==> src/logic/pnf_regs.svh <==
`ifndef PNF_REGS_SVH
`define PNF_REGS_SVH
// controller register offsets (byte addresses)
`define PNF_REG_CTRL 4'h0
`define PNF_REG_ADDR 4'h4
`define PNF_REG_WDATA 4'h8
`define PNF_REG_RDATA 4'hC
// control fields
`define PNF_CTRL_OP_LSB 0
`define PNF_CTRL_OP_MSB 2
`define PNF_CTRL_RST_BIT 3
// status fields (read of CTRL)
`define PNF_STAT_BUSY_BIT 0
`define PNF_STAT_RDY_BIT 1
`define PNF_STAT_TMO_BIT 2
`define PNF_STAT_DONE_BIT 3
`define PNF_STAT_ID_BIT 4
// command words
`define PNF_UNLOCK_A1 11'h555
`define PNF_UNLOCK_A2 11'h2AA
`define PNF_UNLOCK_D1 16'h00AA
`define PNF_UNLOCK_D2 16'h0055
`define PNF_CMD_RESET 16'h00F0
`define PNF_CMD_ID 16'h0090
`define PNF_CMD_PROG 16'h00A0
`define PNF_CMD_SETUP 16'h0080
`define PNF_CMD_CHIP 16'h0010
// timing: strobe phase length
`define PNF_PHASE_NS 100
`define PNF_PHASE_CYC ((`PNF_PHASE_NS + 9) / 10)
// reset pulse minimum
`define PNF_RESET_PULSE_MIN_NS 500
`define PNF_RESET_PULSE_CYC ((`PNF_RESET_PULSE_MIN_NS + 9) / 10)
`define PNF_RESET_RECOVER_CYC 8'd5
`endif

==> src/logic/pnf_pkg.sv <==
package pnf_pkg;
  typedef enum logic [2:0] {
    PNF_OP_READ = 3'h0,
    PNF_OP_RESET = 3'h1,
    PNF_OP_ID = 3'h2,
    PNF_OP_PROG = 3'h3,
    PNF_OP_CHIP_ERASE = 3'h4,
    PNF_OP_POLL = 3'h5
  } pnf_op_t;
  typedef enum logic [2:0] {
    PNF_IDLE = 3'b000,
    PNF_SETUP = 3'b001,
    PNF_STROBE = 3'b011,
    PNF_HOLD = 3'b010,
    PNF_NEXT = 3'b110,
    PNF_HWRST = 3'b111,
    PNF_RECOVER = 3'b101
  } pnf_state_t;
endpackage : pnf_pkg

==> src/logic/pnf_sync.sv <==
`timescale 1ns/10ps
// three-stage pin synchroniser; change accepted when stages 2 and 3 agree
module pnf_sync (
  input wire logic clk_i,
  input wire logic rst_n_i,
  input wire logic d_i,
  output logic q_o
);
  logic s1;
  logic s2;
  logic s3;
  always_ff @(posedge clk_i or negedge rst_n_i) begin
    if (!rst_n_i) begin
      s1 <= 1'b1;
      s2 <= 1'b1;
      s3 <= 1'b1;
    end else begin
      s1 <= d_i;
      s2 <= s1;
      s3 <= s2;
    end
  end
  always_ff @(posedge clk_i or negedge rst_n_i) begin
    if (!rst_n_i) begin
      q_o <= 1'b1;
    end else if (s2 == s3) begin
      q_o <= s3;
    end
  end
endmodule : pnf_sync

==> src/logic/pnf_host.sv <==
// Design decisions made here: the register offsets and the plain strobed port.
`timescale 1ns/10ps
`include "pnf_regs.svh"
// =====================================================
// Function
// array read: chip select and output gate low, write strobe high.
// flash drives data only while output gate is low.
// flash starts in read-array mode after power-up or reset.
// flash stays in read-array until a command write.
// command write: strobe and select low, output gate high.
// wrong address or data in a sequence returns flash to read-array.
// identification codes read on the low data byte.
// output gate high puts flash data pins in high impedance.
// reset pin low at least minimum pulse aborts and returns to read.
// host restarts program or erase interrupted by hardware reset.
// ready/busy stays busy after reset during embedded operation.
// reset command aborts failed operation; host then issues valid command.
// identification: low bits 00 maker code, 01 device code.
// host writes reset command to leave identification mode.
// chip erase: two unlocks, setup, two unlocks, erase code.
// flash preprograms and erases chip with no host timing.
// erase ends on its own at sufficient margin.
// erase starts at rising strobe edge of final cycle.
// completion seen as poll bit one or toggle bit steady twice.
// erase failure sets timeout flag.
// erase-suspend reads in erasing sectors return status.
// after embedded algorithm flash is back in read-array.
// host writes reset command when timeout flag goes high.
// unlock cycles use fixed unlock addresses 555 and 2AA.
// ready/busy low while embedded algorithm runs.
module pnf_host (
  input wire logic clk_i,
  input wire logic nrst_i,
  input wire logic [3:0] addr_i,
  input wire logic [31:0] wdata_i,
  input wire logic wr_i,
  input wire logic rd_i,
  output logic [31:0] rdata_o,
  output logic ce_n_o,
  output logic oe_n_o,
  output logic we_n_o,
  output logic reset_n_o,
  output logic [19:0] fa_o,
  output logic [15:0] dq_o,
  output logic dq_oe_o,
  input wire logic [15:0] dq_i,
  input wire logic ready_busy_n_i
);
  // =====================================================
  // reset release
  logic rst_a;
  logic rst_n;
  always_ff @(posedge clk_i or negedge nrst_i) begin
    if (!nrst_i) begin
      rst_a <= 1'b0;
      rst_n <= 1'b0;
    end else begin
      rst_a <= 1'b1;
      rst_n <= rst_a;
    end
  end

  logic rb_n;
  pnf_sync u_rb (
    .clk_i(clk_i),
    .rst_n_i(rst_n),
    .d_i(ready_busy_n_i),
    .q_o(rb_n)
  );

  // =====================================================
  // registers
  logic [19:0] addr_reg;
  logic [15:0] wdata_reg;
  logic [15:0] rdata_reg;
  logic done;
  logic timeout_flag;
  logic id_mode;
  logic prev_toggle;
  logic have_prev;
  pnf_pkg::pnf_op_t op;
  pnf_pkg::pnf_state_t state;
  logic [2:0] step;
  logic [7:0] cnt;

  function automatic logic [2:0] seq_len(input pnf_pkg::pnf_op_t o);
    case (o)
      pnf_pkg::PNF_OP_RESET: seq_len = 3'd1;
      pnf_pkg::PNF_OP_ID: seq_len = 3'd3;
      pnf_pkg::PNF_OP_PROG: seq_len = 3'd4;
      pnf_pkg::PNF_OP_CHIP_ERASE: seq_len = 3'd6;
      default: seq_len = 3'd1;
    endcase
  endfunction : seq_len

  // address and data of each command cycle
  function automatic logic [35:0] cyc_word(input pnf_pkg::pnf_op_t o, input logic [2:0] s,
                                           input logic [19:0] a, input logic [15:0] d);
    logic [10:0] ua;
    logic [15:0] ud;
    ua = `PNF_UNLOCK_A1;
    ud = `PNF_UNLOCK_D1;
    if (o == pnf_pkg::PNF_OP_RESET) begin
      ud = `PNF_CMD_RESET;
    end else if (s == 3'd1 || s == 3'd4) begin
      ua = `PNF_UNLOCK_A2;
      ud = `PNF_UNLOCK_D2;
    end else if (s == 3'd2) begin
      case (o)
        pnf_pkg::PNF_OP_ID: ud = `PNF_CMD_ID;
        pnf_pkg::PNF_OP_PROG: ud = `PNF_CMD_PROG;
        default: ud = `PNF_CMD_SETUP;
      endcase
    end else if (s == 3'd5) begin
      ud = `PNF_CMD_CHIP;
    end else if (s == 3'd3 && o == pnf_pkg::PNF_OP_PROG) begin
      cyc_word = {a, d};
      return cyc_word;
    end
    cyc_word = {9'h000, ua, ud};
  endfunction : cyc_word

  logic is_read;
  assign is_read = (op == pnf_pkg::PNF_OP_READ) || (op == pnf_pkg::PNF_OP_POLL);

  // =====================================================
  // register writes
  logic start;
  logic hw_reset_req;
  assign start = wr_i && addr_i == `PNF_REG_CTRL && state == pnf_pkg::PNF_IDLE
                 && !wdata_i[`PNF_CTRL_RST_BIT];
  assign hw_reset_req = wr_i && addr_i == `PNF_REG_CTRL && state == pnf_pkg::PNF_IDLE
                        && wdata_i[`PNF_CTRL_RST_BIT];

  always_ff @(posedge clk_i or negedge rst_n) begin
    if (!rst_n) begin
      addr_reg <= 20'h00000;
      wdata_reg <= 16'h0000;
    end else if (wr_i && addr_i == `PNF_REG_ADDR) begin
      addr_reg <= wdata_i[19:0];
    end else if (wr_i && addr_i == `PNF_REG_WDATA) begin
      wdata_reg <= wdata_i[15:0];
    end
  end

  // =====================================================
  // strobe sequencer
  always_ff @(posedge clk_i or negedge rst_n) begin
    if (!rst_n) begin
      state <= pnf_pkg::PNF_IDLE;
      op <= pnf_pkg::PNF_OP_READ;
      step <= 3'd0;
      cnt <= 8'h00;
    end else begin
      case (state)
        pnf_pkg::PNF_IDLE: begin
          step <= 3'd0;
          cnt <= 8'(`PNF_PHASE_CYC);
          if (start) begin
            op <= pnf_pkg::pnf_op_t'(wdata_i[`PNF_CTRL_OP_MSB:`PNF_CTRL_OP_LSB]);
            state <= pnf_pkg::PNF_SETUP;
          end else if (hw_reset_req) begin
            cnt <= 8'(`PNF_RESET_PULSE_CYC);
            state <= pnf_pkg::PNF_HWRST;
          end
        end
        pnf_pkg::PNF_SETUP: begin
          cnt <= 8'(`PNF_PHASE_CYC);
          state <= pnf_pkg::PNF_STROBE;
        end
        pnf_pkg::PNF_STROBE: begin
          if (cnt == 8'd1) begin
            cnt <= 8'(`PNF_PHASE_CYC);
            state <= pnf_pkg::PNF_HOLD; // rising strobe here
          end else begin
            cnt <= cnt - 8'd1;
          end
        end
        pnf_pkg::PNF_HOLD: begin
          if (cnt == 8'd1) begin
            state <= pnf_pkg::PNF_NEXT;
          end else begin
            cnt <= cnt - 8'd1;
          end
        end
        pnf_pkg::PNF_NEXT: begin
          if (!is_read && step + 3'd1 < seq_len(op)) begin
            step <= step + 3'd1;
            state <= pnf_pkg::PNF_SETUP;
          end else begin
            state <= pnf_pkg::PNF_IDLE;
          end
        end
        pnf_pkg::PNF_HWRST: begin
          if (cnt == 8'd1) begin
            cnt <= `PNF_RESET_RECOVER_CYC;
            state <= pnf_pkg::PNF_RECOVER;
          end else begin
            cnt <= cnt - 8'd1;
          end
        end
        pnf_pkg::PNF_RECOVER: begin
          if (cnt == 8'd1 && rb_n) begin
            state <= pnf_pkg::PNF_IDLE; // wait for ready
          end else if (cnt != 8'd1) begin
            cnt <= cnt - 8'd1;
          end
        end
        default: state <= pnf_pkg::PNF_IDLE;
      endcase
    end
  end

  // =====================================================
  // pins
  logic [35:0] cw;
  logic strobing;
  assign cw = cyc_word(op, step, addr_reg, wdata_reg);
  assign strobing = state == pnf_pkg::PNF_STROBE;

  always_ff @(posedge clk_i or negedge rst_n) begin
    if (!rst_n) begin
      ce_n_o <= 1'b1;
      oe_n_o <= 1'b1;
      we_n_o <= 1'b1;
      reset_n_o <= 1'b0;
      fa_o <= 20'h00000;
      dq_o <= 16'h0000;
      dq_oe_o <= 1'b0;
    end else begin
      reset_n_o <= !(state == pnf_pkg::PNF_HWRST);
      // select outlasts the write strobe so command data latches on its rise
      ce_n_o <= !(strobing || state == pnf_pkg::PNF_SETUP || state == pnf_pkg::PNF_HOLD);
      oe_n_o <= !(strobing && is_read);
      we_n_o <= !(strobing && !is_read);
      dq_oe_o <= (state == pnf_pkg::PNF_SETUP || strobing || state == pnf_pkg::PNF_HOLD)
                 && !is_read;
      if (state == pnf_pkg::PNF_SETUP) begin
        fa_o <= is_read ? addr_reg : cw[35:16]; // low address bits select code
        dq_o <= cw[15:0];
      end
    end
  end

  // =====================================================
  // read capture and status
  logic sample;
  assign sample = strobing && cnt == 8'd1 && is_read;

  always_ff @(posedge clk_i or negedge rst_n) begin
    if (!rst_n) begin
      rdata_reg <= 16'h0000;
      done <= 1'b0;
      timeout_flag <= 1'b0;
      prev_toggle <= 1'b0;
      have_prev <= 1'b0;
    end else if (sample) begin
      rdata_reg <= id_mode ? {8'h00, dq_i[7:0]} : dq_i;
      if (op == pnf_pkg::PNF_OP_POLL) begin
        prev_toggle <= dq_i[6];
        have_prev <= 1'b1;
        // poll bit one or toggle steady
        done <= dq_i[7] || (have_prev && prev_toggle == dq_i[6]);
        timeout_flag <= dq_i[5] && !dq_i[7];
      end
    end else if (start) begin
      if (wdata_i[`PNF_CTRL_OP_MSB:`PNF_CTRL_OP_LSB] != 3'(pnf_pkg::PNF_OP_POLL)) begin
        have_prev <= 1'b0;
      end
      if (!is_read) begin
        done <= 1'b0;
      end
      if (wdata_i[`PNF_CTRL_OP_MSB:`PNF_CTRL_OP_LSB] == 3'(pnf_pkg::PNF_OP_RESET)) begin
        timeout_flag <= 1'b0;
      end
    end
  end

  // identification mode tracking
  always_ff @(posedge clk_i or negedge rst_n) begin
    if (!rst_n) begin
      id_mode <= 1'b0;
    end else if (state == pnf_pkg::PNF_HWRST) begin
      id_mode <= 1'b0;
    end else if (state == pnf_pkg::PNF_NEXT && op == pnf_pkg::PNF_OP_ID) begin
      id_mode <= 1'b1;
    end else if (state == pnf_pkg::PNF_NEXT && op == pnf_pkg::PNF_OP_RESET) begin
      id_mode <= 1'b0;
    end
  end

  // =====================================================
  // register reads
  always_ff @(posedge clk_i or negedge rst_n) begin
    if (!rst_n) begin
      rdata_o <= 32'h00000000;
    end else if (rd_i) begin
      case (addr_i)
        `PNF_REG_CTRL: rdata_o <= {27'h0000000, id_mode, done, timeout_flag, rb_n,
                                   state != pnf_pkg::PNF_IDLE};
        `PNF_REG_ADDR: rdata_o <= {12'h000, addr_reg};
        `PNF_REG_WDATA: rdata_o <= {16'h0000, wdata_reg};
        `PNF_REG_RDATA: rdata_o <= {16'h0000, rdata_reg};
        default: rdata_o <= 32'h00000000;
      endcase
    end else begin
      rdata_o <= 32'h00000000;
    end
  end
endmodule : pnf_host

==> config.mk <==
export PLATFORM = sky130hd
export DESIGN_NAME = pnf_host
export DESIGN_NICKNAME = d
export VERILOG_FILES = /design/src/logic/pnf_pkg.sv /design/src/logic/pnf_sync.sv /design/src/logic/pnf_host.sv
export VERILOG_INCLUDE_DIRS = /design/src /design/src/logic
export SDC_FILE = /design/constraint.sdc
export NUM_CORES = 1
export LEC_CHECK = 0
export BUFFER_PORTS_ARGS = -buffer_cell sky130_fd_sc_hd__buf_4
export CORE_MARGIN = 1.5
export CORE_UTILIZATION = 40
export DETAILED_ROUTE_END_ITERATION = 10
export GPL_TIMING_DRIVEN = 1
export PLACE_DENSITY_LB_ADDON = 0.15
export SLEW_MARGIN = 20
export SYNTH_ARGS = -nofsm -noshare
export SYNTH_HDL_FRONTEND = slang
export SYNTH_SLANG_ARGS = --single-unit
==> constraint.sdc <==
create_clock -name clk_i -period 4.05 [get_ports clk_i]
set_input_delay 0.81 -clock clk_i [delete_from_list [all_inputs] [get_ports clk_i]]
set_output_delay 0.81 -clock clk_i [all_outputs]
set_load 0.01 [all_outputs]
==> results_dict.tcl, run 1 <==
set metrics [dict create \
    swShare_pct 30.6 \
    n_antenna_cell 0 \
    pwr-share-seq_pct 41.2 \
    grt_usage_pct 20.5 \
    area_growth_pct 24.1 \
    clock_path_buffers 2 \
    ir_worst_vdd_uv 338 \
    final_layout_size_suffix_gt1_share_pct 33.3 \
    pre_cts_slack_ns 1.31 \
    p_int_w 0.00336 \
    synth_top_family_by_area "compound AO/OA/AOI/OAI gates" \
    cp.required_ns 4.35 \
    rsz0062_at_grt "no" \
    yosys.area_share.simple_pct 11.5 \
    p_clk_share_pct 34.4 \
    floorplan.die_area_mm2 0.0167 \
    routabilityCongestion 0.780 \
    cts_root_buffer "clkbuf_16" \
    synth_area_leader_cell "dfrtp_1" \
    grt_max_degree 57 \
    synth_area_mm2 0.00639 \
    synth_compound_area_share_pct 15.7 \
    fillers 1447 \
    final_antenna_net_count 0 \
    dr.first_iter.drc_count 334 \
    synth_top_area_share_pct 52.5 \
    hold_path.class "input pin to asynchronous set/reset pin" \
    maxCapViolCount 0 \
    async_reset_ff_share_pct 100 \
    coreArea_mm2 0.0158 \
    p_switching_w 0.00148 \
    cp-end-kind "flop" \
    grt_pass1_wl_um 25900 \
    wire_per_inst_um 18.7 \
    period_minus_slack_ns 2.73 \
    powerDensity_mw_per_mm2 611 \
    dr.pass1.iters 6 \
    synth.area.top_cells "dfrtp_1, mux2_2, dfstp_2, a22o_1, nor2_1" \
    num_io_pins 130 \
    nets 707 \
    ys_seq_area_share_pct 55.4 \
    antenna_found_initial 0 \
    synth-adder-area-share_pct 1.92 \
    place_hpwl_um 11200 \
    portBuffers 105 \
    synth-edff-count 0 \
    synth-xor-area-share_pct 0.411 \
    cts-htree-levels 4 \
    status "completed" \
    p_leak_nw 3.63 \
    worst_pin_slew_ns 0.903 \
    floorplan.rows 46 \
    synth.avg_cell_area_um2 11.8 \
    startpoint_type "flop" \
    viasPerCell 5.36 \
    grt_pass1_vias 4722 \
    muxShareOfSynthArea_pct 9.64 \
    slew_violations 0 \
    slew_headroom_pct 39.6 \
    clk_latency_ns 0.42 \
    cts_hold_buffers 0 \
    post_cts_resized 0 \
    dieHeight_um 129 \
    synth_seq_cells 141 \
    wirelength_um 16300 \
    cp.arrival_ns 3.03 \
    comb_power_share_pct 24.4 \
    finalHoldViolations 0 \
    vias 4667 \
    clock-sinks 141 \
    period_share_pct 67.4 \
    syn_inst 541 \
    fmax_mhz 366 \
    fp.dieW_um 129 \
    worstSetupPathType "flop to flop" \
    post_cts_buffers 0 \
    finalSetupViolCount 0 \
    cp_max_fo 21 \
    synth_cell_types 72 \
    cts_made_buffers 17 \
    grt_overflow_total 0 \
    start_util_pct 40.5 \
    cts_tree "done" \
    layout_setup_ws_ns 1.32 \
    synth-main-ff-cell "dfrtp_1" \
    clkTransAtPathRegs_ns 0.06 \
    finalSetupTns_ns 0 \
    fin_skew_ns 0.00864 \
    drc 0 \
    yosys_warnings 0 \
]
==> path summary, 6_finish.rpt <==
kind                                 to     start  slack, ns  cells after the start
hold reg to reg                   rst_n     rst_a       0.36                      0
min in group clk_i                rst_n     rst_a       0.36                      0
setup / recovery           rdata_reg[7]  state[0]       1.32                      4
setup reg to reg           rdata_reg[7]  state[0]       1.32                      4
max in group asynchronous   rdata_o[14]     rst_n       2.52                      1
hold / removal                    rst_n    nrst_i       0.16                      1
==> cells in the mapped netlist, types with 3 or more instances <==
| library cell | count |
|---|---|
| dfstp_2 | 7 |
| nor2_1 | 36 |
| mux2_2 | 49 |
| a21oi_1 | 17 |
| nor4_1 | 4 |
| a31oi_1 | 8 |
| inv_1 | 15 |
| o21ai_0 | 22 |
| a221o_1 | 11 |
| nand3_1 | 5 |
| a21o_1 | 4 |
| nor2b_1 | 4 |
| nand2b_1 | 11 |
| o21ai_1 | 8 |
| clkbuf_1 | 22 |
| and3_1 | 6 |
| a222oi_1 | 13 |
| buf_2 | 4 |
| mux2_1 | 3 |
| o31ai_1 | 9 |
| ha_1 | 9 |
| dfrtp_1 | 134 |
| clkbuf_8 | 4 |
| a22oi_1 | 4 |
| nand2_1 | 32 |
| buf_4 | 13 |
| a22o_1 | 19 |
| mux2i_1 | 3 |
| nor3_1 | 6 |
| nand3b_1 | 3 |
==> cell families (layout without fill, tap and decap cells) <==
logic type	count (synthesis)	count (layout)
buffers and inverters	61	163
xor gates and xnor gates	3	3
adders and majority gates	10	10
DFF	141	141
AOI/OAI and AO/OA	137	137
muxes	55	55
and+or+nand+nor	132	132
other	2	13
==> through the flow <==
stage | cells | util, % | power (W) | hold slack [ns] | cell area, um^2
global route | 870 | 50.3 | 0.00512 | 0.144 | 7930
global placement | 838 | 46.2 | 0.00317 | 0.339 | 7290
CTS | 870 | 50.3 | 0.00489 | 0.143 | 7930
finish | 870 | 50.3 | 0.00485 | 0.161 | 7930
detailed placement | 838 | 46.2 | 0.00321 | 0.338 | 7290
floorplan | 552 | - | 0.00277 | 0.331 | 6430
==> cell type report <==
class                           count  area, um^2  area share [%]
Sequential cell                   141        3540            44.6
Clock buffer                       23         478            6.03
Timing Repair Buffer              116         871            11.0
Tap cell                          216         270            3.41
Clock inverter                      9         158            1.99
Multi-Input combinational cell    350        2560            32.2
Inverter                           15        56.3           0.710
==> cell usage in the layout, fill, tap and decap left out, types with 5 or more instances in the layout <==
cell type	synthesis	final
a21oi_1	17	17
a221o_1	11	11
a222oi_1	13	13
a22o_1	19	19
a31oi_1	8	8
and3_1	6	6
buf_4	13	116
clkbuf_16	0	17
conb_1	2	13
dfrtp_1	134	133
dfstp_2	7	7
ha_1	9	9
inv_1	15	15
mux2_2	49	49
nand2_1	32	31
nand2b_1	11	11
nand3_1	5	5
nor2_1	36	36
nor3_1	6	6
o21ai_0	22	22
o21ai_1	8	8
o31ai_1	9	9
==> worst max-delay path: stages (launching register included) <==
cell	delay (ns)
dfrtp_1	0.76
and3b_1	0.28
or3b_1	0.55
or2_1	0.60
mux2_1	0.43
==> power groups by stage <==
stage                     clock network [W]  logic [W]  registers, W
after floorplan                           0   0.000833       0.00194
after global placement                    0    0.00116       0.00200
after detailed placement                  0    0.00119       0.00202
after CTS                           0.00170    0.00119       0.00199
after global routing                0.00176    0.00132       0.00204
final                               0.00167    0.00118       0.00200
==> layer usage <==
metal	track usage (%)	wire [um]	vias to the layer above
met5	0	0	-
met4	6.28	166	0
met3	4.38	841	14
met2	31.3	7500	133
met1	29.3	7760	2343
li1	-	-	2177
No activity file was read; power rests on OpenSTA's default activity.
==> run 2: changes to the inputs <==
- clock period: 4.05 -> 2.42 ns (I/O delays scaled with it)
==> run 2 against run 1 <==
Against the previous run: total power up 69%; sequential share of layout area down 1.2 points; clock power up 59%; flip-flop and latch count unchanged; fmax up 20%; routed wire length up 2.0%; global-route usage up 0.39 points; critical endpoint is now fa_o[6]; largest power group unchanged; highest routed layer unchanged.
==> results_dict.tcl, run 2 (same netlist as run 1, synthesis figures left out) <==
set metrics [dict create \
    worst_path_most_repeated_cell "ha_1" \
    worstSetupPathType "flop to flop" \
    num_io_pins 130 \
    fillers 1413 \
    final_area_mm2 0.00816 \
    startpoint_type "flop" \
    finalCoreUtilization_pct 51.7 \
    stdcell_count 898 \
    clock-sinks 141 \
    status "completed" \
    place_hpwl_um 12000 \
    floorplan.die_area_mm2 0.0167 \
    worst_pin_slew_ns 0.703 \
    layout_setup_ws_ns 0.152 \
    grt_usage_pct 20.9 \
    floorplan.rows 46 \
    clock_path_buffers 2 \
    slowest_delay_ns 0.63 \
    register_area_mm2 0.00354 \
    cp_num_buf_inv 1 \
    post_cts_buffers 0 \
    antenna_found_initial 0 \
    cp.arrival_ns 2.63 \
    final_layout_size_suffix_gt1_share_pct 36.2 \
    final_cell_mix "buf_4, dfrtp_1, mux2_2" \
    routabilityCongestion 0.814 \
    rsz0062_at_grt "no" \
    dr.first_iter.drc_count 359 \
    grt_pass1_vias 4857 \
    nets 735 \
    ir_worst_vdd_uv 537 \
    grt_overflow_total 0 \
    cts_root_buffer "clkbuf_16" \
    finalSetupTns_ns 0 \
    reg2reg_from "step[0]" \
    pre_cts_slack_ns 0.156 \
    final_antenna_net_count 0 \
    finalSetupViolCount 0 \
    period_share_pct 93.7 \
    reg2reg_depth 7 \
    cp-end-kind "flop" \
    whs_path_depth 1 \
    drc 0 \
    portBuffers 105 \
    n_antenna_cell 0 \
    r2r_slack_ns 0.15 \
    slew_headroom_pct 53.0 \
    maxCapViolCount 0 \
    period_minus_slack_ns 2.27 \
    multi_input_area_mm2 0.00255 \
    clk_latency_ns 0.42 \
    wire_per_inst_um 18.5 \
    placed_cell_area_mm2 0.00753 \
    dieHeight_um 129 \
    slew_violations 0 \
    coreArea_mm2 0.0158 \
    hold_path.class "input pin to flop" \
    mostFrequentLayoutCell "buf_4" \
    path_delay_family "simple AND/OR/NAND/NOR gates" \
    hold_path_startpoint "ready_busy_n_i" \
    min_to "u_rb.s1" \
    fp.dieW_um 129 \
    cp.required_ns 2.78 \
    vias 4812 \
    dp.cells 865 \
    clkTransAtPathRegs_ns 0.06 \
    cts-htree-levels 4 \
    cpMaxStageDelayCell "or4_1" \
    grt_max_degree 42 \
    start_util_pct 40.5 \
    finalHoldViolations 0 \
    powerDensity_mw_per_mm2 1000 \
    cp_max_fo 20 \
    fmax_mhz 441 \
    wirelength_um 16600 \
    cts_tree "done" \
    grt_pass1_wl_um 26200 \
    p_leak_nw 3.76 \
    dr.pass1.iters 6 \
    viasPerCell 5.36 \
    fin_skew_ns 0.0108 \
    worstReg2RegEnd "fa_o[6]" \
    path_cells "ha_1 -> ha_1 -> nand4b_1 -> or4_1 -> a21oi_1 -> buf_12 -> a221o_1" \
    cts_made_buffers 17 \
    area_growth_pct 27.7 \
]
[run 2: cell count changes in the layout (fill, tap and decap cells not counted)]
cell and change:
clkbuf_8 +1, clkbuf_1 -3, inv_6 +1, nand2_2 -1, nand2_1 +1, clkinv_4 +2
dlygate4sd3_1 +1, buf_4 +24, clkinvlp_4 +1, bufinv_16 -2, buf_12 +3
[run 2: layout make-up]
class	count	share of cell area (%)
Inverter	15	0.690
Multi-Input combinational cell	350	31.3
Sequential cell	141	43.4
Timing Repair Buffer	144	13.7
Clock buffer	21	5.89
Clock inverter	11	1.61
Tap cell	216	3.31
[run 2: worst max path at each step]
stage	startpoint	end	slack (ns)	cells past startpoint
floorplan	op[0]	step[0]	0.01	8
global placement	op[1]	step[0]	0.16	8
detailed placement	step[0]	fa_o[6]	0.16	7
CTS	step[0]	fa_o[8]	0.14	7
global route	step[0]	fa_o[8]	0.04	7
finish	step[0]	fa_o[6]	0.15	7
[run 2: metrics by stage]
| step | total power [W] | hold slack, ns |
|---|---|---|
| floorplan | 0.00464 | 0.188 |
| global placement | 0.00546 | 0.268 |
| detailed placement | 0.00553 | 0.268 |
| CTS | 0.00823 | 0.154 |
| global route | 0.00864 | 0.149 |
| finish | 0.00817 | 0.168 |
[run 2: power by group]
group / internal (W) / total [W] / leakage [nW] / switching, W
Combinational: 0.00112 / 0.00230 / 1.72 / 0.00118
Clock: 0.00164 / 0.00266 / 0.292 / 0.00103
Sequential: 0.00283 / 0.00320 / 1.75 / 0.000372
[run 2: what timing repair did]
action,in CTS,in global routing
hold buffers,1,0
resized for setup,0,0
endpoints found under the hold margin,2,0
[run 2: routing by layer]
layer	GRT usage, %	routed length [um]	vias up
met1	28.9	7690	2438
li1	-	-	2229
met5	0	0	-
met2	32.4	7750	132
met4	6.01	173	0
met3	5.53	977	13
==> run 3: changes to the inputs <==
- CELL_PAD_IN_SITES_DETAIL_PLACEMENT: default -> 0
- CELL_PAD_IN_SITES_GLOBAL_PLACEMENT: default -> 1
- CORE_UTILIZATION: 40 -> 39
==> run 3 against run 2 <==
Against the previous run: cell area increased by 0.71%; largest cell class unchanged; global-route usage down 0.60 points; final cell count stayed put; fmax is 0.87% lower; first-iteration DRC count shrank 14%; non-clock buffer count is the same; critical path depth up 2; critical endpoint is now step[0]; sequential power about the same; clock power grew 5%.
==> results_dict.tcl, run 3 (same netlist as run 1, synthesis figures left out) <==
set metrics [dict create \
    wirelength_um 16700 \
    grt_overflow_total 0 \
    cp.arrival_ns 2.58 \
    dieHeight_um 131 \
    cp_max_fo 5 \
    num_io_pins 130 \
    viasPerCell 5.33 \
    final_cell_mix "buf_4, dfrtp_1, mux2_2" \
    holdWs_ns 0.180 \
    clk_latency_ns 0.41 \
    mostFrequentLayoutCell "buf_4" \
    fp.dieW_um 131 \
    drc 0 \
    stdcell_count 898 \
    cp.required_ns 2.71 \
    floorplan.die_area_mm2 0.0172 \
    floorplan.rows 46 \
    powerDensity_mw_per_mm2 1020 \
    finalHoldViolations 0 \
    grt_usage_pct 20.3 \
    final_layout_size_suffix_gt1_share_pct 35.9 \
    cp-end-kind "flop" \
    dp.cells 861 \
    slew_headroom_pct 55.3 \
    finalCoreUtilization_pct 51.5 \
    dr.first_iter.drc_count 309 \
    routabilityCongestion 0.791 \
    status "completed" \
    worstSetupPathType "flop to flop" \
    finalSetupTns_ns 0 \
    slew_violations 0 \
    fillers 1446 \
    grt_max_degree 59 \
    worst_pin_slew_ns 0.669 \
    grt_pass1_vias 4786 \
    pre_cts_slack_ns 0.131 \
    coreArea_mm2 0.0159 \
    cts-htree-levels 4 \
    hold_path.class "input pin to flop" \
    vias 4790 \
    maxCapViolCount 0 \
    p_leak_nw 3.79 \
    place_hpwl_um 11700 \
    cts_made_buffers 17 \
    cts_root_buffer "clkbuf_16" \
    area_growth_pct 28.6 \
    nets 735 \
    cts_tree "done" \
    grt_pass1_wl_um 25900 \
    antenna_found_initial 0 \
    start_util_pct 40.1 \
    final_antenna_net_count 0 \
    fin_skew_ns 0.00561 \
    clock_path_buffers 2 \
    clkTransAtPathRegs_ns 0.06 \
    layout_setup_ws_ns 0.132 \
    clock-sinks 141 \
    period_minus_slack_ns 2.29 \
    dr.pass1.iters 5 \
    fmax_mhz 437 \
    portBuffers 105 \
    finalSetupViolCount 0 \
    wire_per_inst_um 18.6 \
    period_share_pct 94.6 \
    n_antenna_cell 0 \
    ir_worst_vdd_uv 635 \
    startpoint_type "flop" \
]
run 3: cell type report:
class                   count  area [um^2]  share of cell area, %
repair buffers            144         1150                   14.0
flip-flops and latches    141         3540                   43.1
well taps                 216          270                   3.29
multi-input cells         350         2560                   31.2
clock inverters             8          155                   1.89
inverters                  15         56.3                  0.686
clock buffers              24          482                   5.87
run 3: final timing paths:
path / from / endpoint / slack [ns] / cells after the start
worst max-delay path: step[0] / step[0] / 0.13 / 9
min in group asynchronous: rst_n / wdata_reg[13] / 0.32 / 0
worst min-delay path: ready_busy_n_i / u_rb.s1 / 0.18 / 1
worst min register to register: rst_n / wdata_reg[13] / 0.32 / 0
worst max register to register: step[0] / step[0] / 0.13 / 9
max in group asynchronous: rst_n / rdata_o[1] / 1.40 / 1
run 3: power breakdown:
| part | switching (W) | internal, W |
|---|---|---|
| Clock | 0.000981 | 0.00182 |
| Sequential | 0.000373 | 0.00283 |
| Combinational | 0.00120 | 0.00115 |
| Total | 0.00255 | 0.00581 |
run 3: critical path, cell delays in order, from the launching register on:
cell and delay [ns]:
dfrtp_2 0.43, ha_1 0.20, ha_1 0.30, inv_1 0.05, ha_1 0.29, o21ai_0 0.08
a41oi_1 0.08, o31ai_1 0.26, buf_4 0.16, mux2_2 0.32
run 3: per-stage QoR:
step	power [W]	cell area, um^2
floorplan	0.00464	6430
finish	0.00836	8210
detailed placement	0.00556	7530
global placement	0.00549	7530
CTS	0.00839	8180
global route	0.00884	8210
run 3: metal layers:
layer / GRT usage (%) / wire length [um]
met1: 27.8 / 7750
met2: 32.2 / 8000
met3: 3.75 / 706
met5: 0 / 0
met4: 7.18 / 260
run 3: what timing repair did:
action                                  4_1_cts  5_1_grt
endpoints found under the hold margin         2        0
hold buffers                                  1        0
resized for setup                             0        2
endpoints found under the setup margin        0        4
buffers inserted                              0        4
